`config.mk`:
```
export PLATFORM = sky130hd
export DESIGN_NAME = arr_regs
export DESIGN_NICKNAME = d
export VERILOG_FILES = /design/src/arr_pkg.sv /design/src/arr_range_if.sv /design/src/arr_regs.sv /design/src/arr_range_dec.sv
export SDC_FILE = /design/constraint.sdc
export NUM_CORES = 1
export LEC_CHECK = 0
export BUFFER_PORTS_ARGS = -buffer_cell sky130_fd_sc_hd__buf_4
export CAP_MARGIN = 40
export CORE_MARGIN = 2
export CORE_UTILIZATION = 41
export DETAILED_ROUTE_END_ITERATION = 16
export PLACE_DENSITY_LB_ADDON = 0.05
export SYNTH_ARGS = -nofsm -noshare
export SYNTH_HDL_FRONTEND = slang
export SYNTH_SLANG_ARGS = --single-unit
```
`constraint.sdc`:
```
create_clock -name clk_sys -period 2.6 [get_ports clk_sys]
set_input_delay 0.13 -clock clk_sys [delete_from_list [all_inputs] [get_ports clk_sys]]
set_output_delay 0.13 -clock clk_sys [all_outputs]
set_load 0.1 [all_outputs]
```
`src/arr_pkg.sv`:
```
// Shared constants and types for the group-B input range register bank.
// Assumes a 32-bit Avalon-MM slave port with byte addressing.
package arr_pkg;

    // ------------------------------------------------------------------
    // Register map
    // ------------------------------------------------------------------
    localparam int          ARR_ADDR_W        = 8;   // Byte address width
    localparam int          ARR_DATA_W        = 32;  // Bus data width
    localparam int          ARR_REG_W         = 16;  // Range register width
    localparam logic [6:0]  ARR_IDX_B_LOW     = 7'h06; // Lower reg index
    localparam logic [6:0]  ARR_IDX_B_HIGH    = 7'h07; // Upper reg index
    // Byte address is four times the index
    localparam logic [7:0]  ARR_OFS_B_LOW     = {ARR_IDX_B_LOW[5:0], 2'b00};
    localparam logic [7:0]  ARR_OFS_B_HIGH    = {ARR_IDX_B_HIGH[5:0], 2'b00};

    // ------------------------------------------------------------------
    // Field layout
    // ------------------------------------------------------------------
    localparam int          ARR_ADDR_FIELD_MSB = 15; // Register address field
    localparam int          ARR_ADDR_FIELD_LSB = 9;
    localparam int          ARR_RSVD_BIT       = 8;  // Reserved bit
    localparam int          ARR_FIELD_W        = 2;  // Width of a range field
    localparam int          ARR_CH_PER_REG     = 4;  // Fields per register
    localparam int          ARR_NUM_CH         = 8;  // Group-B channels
    // Stored bits of a register: reserved bit plus four range fields
    localparam logic [8:0]  ARR_RESET_BODY     = 9'h0ff;
    localparam logic [15:0] ARR_RESET_VALUE    = 16'h00ff;
    localparam logic [1:0]  ARR_FIELD_RESET    = 2'h3;

    // ------------------------------------------------------------------
    // Range encodings
    // ------------------------------------------------------------------
    localparam logic [1:0]  ARR_CODE_10V_A     = 2'h0; // +/-10 V
    localparam logic [1:0]  ARR_CODE_2V5       = 2'h1; // +/-2.5 V
    localparam logic [1:0]  ARR_CODE_5V        = 2'h2; // +/-5 V
    localparam logic [1:0]  ARR_CODE_10V_B     = 2'h3; // +/-10 V

    // Decoded range seen by the analog front end
    typedef enum logic [1:0] {
        ARR_RANGE_10V = 2'b00,
        ARR_RANGE_5V  = 2'b01,
        ARR_RANGE_2V5 = 2'b10
    } arr_range_t;

endpackage

```
`src/arr_range_if.sv`:
```
// Carrier between the register bank and one channel's range decoder.
// Assumes the code comes from a register and the range is combinational.
`timescale 1ns/1ps
interface arr_range_if;
    import arr_pkg::*;
    logic [1:0] code;   // Raw two-bit range field
    arr_range_t range;  // Decoded range

    modport bank (output code, input range);
    modport dec  (input code, output range);
endinterface

```
`src/arr_regs.sv`:
```
// Group-B input range register bank behind an Avalon-MM slave.
// Assumes a single 50 MHz clock and a synchronous active-high reset.
`timescale 1ns/1ps
module arr_regs (
    input  wire logic                         clk_sys,
    input  wire logic                         sys_rst,
    input  wire logic [arr_pkg::ARR_ADDR_W-1:0] avs_address,
    input  wire logic                         avs_read,
    input  wire logic                         avs_write,
    input  wire logic [arr_pkg::ARR_DATA_W-1:0] avs_writedata,
    input  wire logic [3:0]                   avs_byteenable,
    output logic      [arr_pkg::ARR_DATA_W-1:0] avs_readdata,
    output logic                              avs_waitrequest,
    output logic      [15:0]                  range_code,
    output logic      [15:0]                  range_sel
);
    import arr_pkg::*;

    // ------------------------------------------------------------------
    // State
    // ------------------------------------------------------------------
    logic [8:0]            body_low;        // Lower reg, bits 8:0
    logic [8:0]            body_high;       // Upper reg, bits 8:0
    logic [8:0]            next_body_low;   // Next lower body
    logic [8:0]            next_body_high;  // Next upper body
    logic                  ack;             // Access completes this cycle
    logic                  next_ack;        // Next ack
    logic [ARR_DATA_W-1:0] next_readdata;   // Next read data
    logic                  req;             // A request is pending
    logic                  hit_low;         // Address selects lower reg
    logic                  hit_high;        // Address selects upper reg
    logic [6:0]            wr_tag;          // Address field of write data
    logic                  lanes_ok;        // Both low byte lanes enabled

    // ------------------------------------------------------------------
    // Decode
    // ------------------------------------------------------------------
    assign req      = avs_read | avs_write;
    assign hit_low  = (avs_address == ARR_OFS_B_LOW);
    assign hit_high = (avs_address == ARR_OFS_B_HIGH);
    assign wr_tag   = avs_writedata[ARR_ADDR_FIELD_MSB:ARR_ADDR_FIELD_LSB];
    assign lanes_ok = avs_byteenable[0] & avs_byteenable[1];

    // One wait cycle, then the access completes
    assign avs_waitrequest = req & ~ack;

    // ------------------------------------------------------------------
    // Handshake and read path
    // ------------------------------------------------------------------
    // Ack rises one cycle after the request and drops after completion
    always_comb begin
        next_ack      = req & ~ack;
        next_readdata = avs_readdata;
        if (avs_read && !ack) begin
            // Read word carries the register's own index on top
            if (hit_low) begin
                next_readdata = {16'h0000, ARR_IDX_B_LOW, body_low};
            end else if (hit_high) begin
                next_readdata = {16'h0000, ARR_IDX_B_HIGH, body_high};
            end else begin
                // Unmapped address reads zero
                next_readdata = '0;
            end
        end
    end

    // Registers the handshake and read data
    always_ff @(posedge clk_sys) begin
        if (sys_rst) begin
            ack          <= 1'b0;
            avs_readdata <= '0;
        end else begin
            ack          <= next_ack;
            avs_readdata <= next_readdata;
        end
    end

    // ------------------------------------------------------------------
    // Write path
    // ------------------------------------------------------------------
    // A write lands on the completing edge when both low byte lanes are enabled
    // and the word's address field matches the register selected by the bus address
    always_comb begin
        next_body_low  = body_low;
        next_body_high = body_high;
        if (avs_write && ack && lanes_ok) begin
            if (hit_low && wr_tag == ARR_IDX_B_LOW) begin
                // Reserved bit stored as written
                next_body_low = avs_writedata[8:0];
            end else if (hit_high && wr_tag == ARR_IDX_B_HIGH) begin
                next_body_high = avs_writedata[8:0];
            end else begin
                // Mismatched tag or unmapped address: ignored
                next_body_low  = body_low;
                next_body_high = body_high;
            end
        end
    end

    // Registers both range words, defaulting to the widest range
    always_ff @(posedge clk_sys) begin
        if (sys_rst) begin
            body_low  <= ARR_RESET_BODY;
            body_high <= ARR_RESET_BODY;
        end else begin
            body_low  <= next_body_low;
            body_high <= next_body_high;
        end
    end

    // ------------------------------------------------------------------
    // Channel fields
    // ------------------------------------------------------------------
    // Lower word feeds channels 0-3, upper word channels 4-7
    assign range_code[1:0]   = body_low[1:0];
    assign range_code[3:2]   = body_low[3:2];
    assign range_code[5:4]   = body_low[5:4];
    assign range_code[7:6]   = body_low[7:6];
    assign range_code[9:8]   = body_high[1:0];
    assign range_code[11:10] = body_high[3:2];
    assign range_code[13:12] = body_high[5:4];
    assign range_code[15:14] = body_high[7:6];

    // One decoder per channel
    genvar ch;
    generate
        for (ch = 0; ch < ARR_NUM_CH; ch++) begin : g_ch
            arr_range_if link ();
            assign link.code = range_code[2*ch +: 2];
            arr_range_dec u_dec (
                .port (link.dec)
            );
            assign range_sel[2*ch +: 2] = link.range;
        end
    endgenerate
endmodule

```
`src/arr_range_dec.sv`:
```
// Decoder from one two-bit range field to the selected input range.
// Assumes the field is held stable in a register by the bank.
`timescale 1ns/1ps
module arr_range_dec (
    arr_range_if.dec port
);
    import arr_pkg::*;

    // ------------------------------------------------------------------
    // Field decode
    // ------------------------------------------------------------------
    // Both 00 and 11 map to the widest range
    always_comb begin
        case (port.code)
            ARR_CODE_10V_A: port.range = ARR_RANGE_10V;
            ARR_CODE_2V5:   port.range = ARR_RANGE_2V5;
            ARR_CODE_5V:    port.range = ARR_RANGE_5V;
            ARR_CODE_10V_B: port.range = ARR_RANGE_10V;
            default:        port.range = ARR_RANGE_10V;
        endcase
    end
endmodule

```
Word-level counts from Yosys, hierarchy flattened
Cells that the tools add are included.

storage, ports and cells
  register bits after elaboration = 51
  input bits = 48
  output and inout bits = 65
  logic and storage cells = 71

cells by class
  eq/ne operators = 28
  mux-type cells = 10
  bitwise gates (word level) = 5
  reduce and logical (&&, ||, !) cells = 24

operators with widths
  operator            number
  $pmux 2 s3          8
  $eq 2x2->1 const B  16
  $mux 12             2
  $eq 2x1->1 const B  8
  $eq 8x5->1 const B  2
  $logic_not 2->1     8
  $reduce_or 2->1     8
  $eq 7x3->1 const B  2
  $logic_and 1x1->1   5
  $reduce_and 3->1    1
  $and 1x1->1         2
  $not 1->1           2
  $reduce_and 2->1    1
  $logic_not 1->1     1
  $or 1x1->1          1

Depth between registers and ports, before layout
  word-level depth = 4
  gate-level depth with buffers = 5
  gate-level depth less buffers = 4

Cells and area by module
Synthesis repeated with hierarchy kept, for this count alone.

unflattened totals
  cells, all modules = 183
  area, all modules = 1645.3 um^2

by module, submodules not included
  module         times used  cells each  area an instance (um^2)
  arr_regs       1           167         1525.2
  arr_range_dec  8           2           15.0

Worst setup path after synthesis
Ideal clock, no wire load.

  kind = in2reg
  start = in avs_writedata[14] in the netlist's numbering
  end = reg body_high[2]
  arrival = 1786 ps
  required time = 2479 ps
  slack = 693 ps
  cell stages on the path = 5
  path buffers = 1
  path through = or4b_1 > or4_1 > or3_1 > buf_6 > mux2i_1

between the ends
  word-level cells in the longest chain between the ends = 4
  elaborated cells between the ends (all ways) = 6

ends and longest elaborated chain
  item                            line             text
  from (decl)                     arr_regs.sv:10   input wire logic [arr_pkg::ARR_DATA_W-1:0] avs_writedata,
  $eq 7x3->1                      arr_regs.sv:87   if (hit_low && wr_tag == ARR_IDX_B_LOW) begin
  $logic_and 1x1->1               arr_regs.sv:87
  $not 1->1 (no line)             --
  $reduce_and 3->1 (no line) (*)  --
  to (signal assigned)            arr_regs.sv:107  body_high <= next_body_high;
  to (decl)                       arr_regs.sv:23   logic [8:0] body_high;

Mark *: on every way between the ends. The rest lies on a longest branch, timed or not.
A chain may end at the register's enable or synchronous reset.

Worst setup path in the final report
  start = in avs_writedata[14] in the netlist's numbering
  end = reg body_high[1]

Same word-level chain as after synthesis.

==> flow_summary.toml <==
[sta]
slew_headroom = 0.540
tns_ns = 0
hold_viol_final = 0
rsz0062_at_grt = "false"
finalCriticalPeriod_ns = 2.01
worstMarginPinSlew_ns = 0.689
finalCritPeriodShare = 0.771
whs_ns = 0.112
fin_ws_ns = 0.595
maxSlewViolCount = 0
finClkSkew_ns = 0.00371
fmax_mhz = 499
setup_viol = 0

[floorplanning]
ioPinCount = 113
start_util = 0.434
design.core.area_um2 = 3720
die-area_um2 = 4450
die_h_um = 66.7
die_w_um = 66.7
rows = 22

[critical_path]
arrival_ns = 2.15
rr_startpoint = "ack"
r2r-end = "body_high[1]"
rrSetupSlack_ns = 0.70
rr_worst_depth = 4
worstPathRequired_ns = 2.74
cp_max_fo = 9
end_kind = "flip-flop"
path_class = "in -> reg"
worst_setup_path_start_kind = "input port"

[synth]
synth_edf_count = 0
yosys_register_bits = 30
async_flop_share = 0
syn_area_um2 = 1610
synth-seq-area-share = 0.373
synth_cells = 188
synth.distinct_cells = 24
avgSynthCellArea_um2 = 8.57
yosys_warnings = 0
ys.flop_type = "dfxtp_1"

[route]
via_per_inst = 4.64
num_vias = 1356
drc = 0
initialDrtViolationCount = 51
wl_per_cell_um = 12.3
first_pass_iters = 4
routed.top_layer = "met4"
wl_met1_um = 1440
wl_um = 3590
met2_wirelength_um = 1840
met3_length_um = 257
drtAntennaViolNets = 0

[power_and_ir_drop]
power_density_nw_per_um2 = 543
pwr-share-comb = 0.272
p_total_mw = 1.13
leakage_nw = 0.979
p_sw_frac = 0.368
p_int_uw = 713
pwr-share-clk = 0.305
vdd_drop_max_mv = 0.346
p_switching_uw = 415
pwr-share-seq = 0.423

[grt]
grt_pass1_vias = 1241
grt_pass1_wl_um = 5510
antenna_found_initial = 0
grt_max_degree = 40
grt_use_total = 0.168
grt_overflow = 0

[hold_path]
hold_path_class = "in -> reg"
min_to = "body_high[4]"
hold_depth = 3
hold_start = "avs_writedata[4]"

[clock_tree]
cts_num_sinks = 30
clockBufferDepth = 2
cts_resized = 0
cts_tree = "built"
clock_latency_ns = 0.28
cts_buffers = 5
htreeDepth = 2
cts_root_buffer = "clkbuf_8"
ctsHoldBuffers = 0
cts_setup_buffers = 0
clkSlewWorstSetupHoldPaths_ns = 0.06

[status]
status = "completed"

[cells_and_area]
final_nets = 292
layout-drive-gt1-share = 0.348
regArea_um2 = 601
area_growth_pct = 28.8
multi_input_area_um2 = 764
diodes = 0
num-fill-cells = 370

[flow_run]
drv_cap = 0

[place]
gp_congestion = 0.741
io_buffers = 74
dpl.hpwl_um = 2620
pre_cts_ws_ns = 0.278
[Yosys cell counts, types with 2 or more instances]
cell type | number | area share
buf_4 | 37 | 0.17
nor2_1 | 36 | 0.084
dfxtp_1 | 30 | 0.37
mux2i_1 | 18 | 0.11
nor2b_1 | 17 | 0.066
nor3_1 | 11 | 0.034
a221oi_1 | 9 | 0.049
clkbuf_1 | 6 | 0.014
nand2b_1 | 5 | 0.019
nand2_1 | 3 | 0.0070
a21oi_1 | 2 | 0.0062
nor3_2 | 2 | 0.012
[power by group through the flow]
stage | clock [mW] | sequential, mW | combinational, mW
finish | 0.344 | 0.477 | 0.307
global route | 0.367 | 0.479 | 0.320
CTS | 0.348 | 0.478 | 0.307
detailed placement | 0 | 0.488 | 0.307
global placement | 0 | 0.487 | 0.305
floorplan | 0 | 0.555 | 0.203
[sequential cells by signal, indices dropped and copies added, names as in the netlist]
name	flops
body_low	9
body_high	9
ack	1
avs_readdata	11
[through the flow]
| step | instances | cell area (um^2) | util |
|---|---|---|---|
| 4_1_cts | 292 | 2080 | 0.559 |
| 3_3_place_gp | 285 | 2000 | 0.538 |
| 6_report | 292 | 2080 | 0.559 |
| 3_5_place_dp | 285 | 2000 | 0.538 |
| 5_1_grt | 292 | 2080 | 0.559 |
| 2_1_floorplan | 207 | 1680 | - |
[placed cells by master, fill, tap and decap left out, types with 5 or more instances in the layout]
master	synthesis	final
nor2b_1	17	17
conb_1	1	20
nand2b_1	5	5
mux2i_1	18	18
nor3_1	11	11
nor2_1	36	36
clkbuf_8	0	5
dfxtp_1	30	30
buf_4	37	76
a221oi_1	9	9
[how the worst max path moves through the flow]
stage	cells after the start	slack, ns	startpoint	to
final	5	0.59	avs_writedata[14]	body_high[1]
after global routing	5	0.52	avs_writedata[14]	body_high[2]
after CTS	5	0.58	avs_writedata[14]	body_high[1]
after detailed placement	5	0.28	avs_writedata[14]	body_high[1]
after global placement	5	0.30	avs_writedata[14]	body_high[1]
after floorplan	5	0.69	avs_writedata[14]	body_high[2]
[kinds of logic (layout without fill, tap and decap cells)]
| kind of cell | Yosys count | after routing | share of synthesized area |
|---|---|---|---|
| AO/OA/AOI/OAI | 11 | 11 | 0.0551 |
| multiplexers | 18 | 18 | 0.112 |
| flip-flops | 30 | 30 | 0.373 |
| AND/OR/NAND/NOR | 81 | 81 | 0.257 |
| other | 1 | 20 | 0.00233 |
| buffers and inverters | 47 | 84 | 0.201 |
[routing by layer]
metal | vias up | GRT usage
met5 | - | 0
met2 | 54 | 0.281
met3 | 4 | 0.0422
met4 | 0 | 0.0842
met1 | 616 | 0.198
li1 | 682 | -
[final cells by class]
type / count / area share
inverters: 1 / 0.00181
repair buffers: 76 / 0.275
flip-flops and latches: 30 / 0.289
multi-input cells: 130 / 0.368
clock buffers: 7 / 0.0368
well taps: 48 / 0.0289
[worst max-delay path: stages]
cell	delay [ns]
buf_4	0.11
or4b_1	0.50
or4_1	0.54
or3_1	0.65
mux2i_1	0.20
Note: power is estimated with default switching activity, not from simulation.
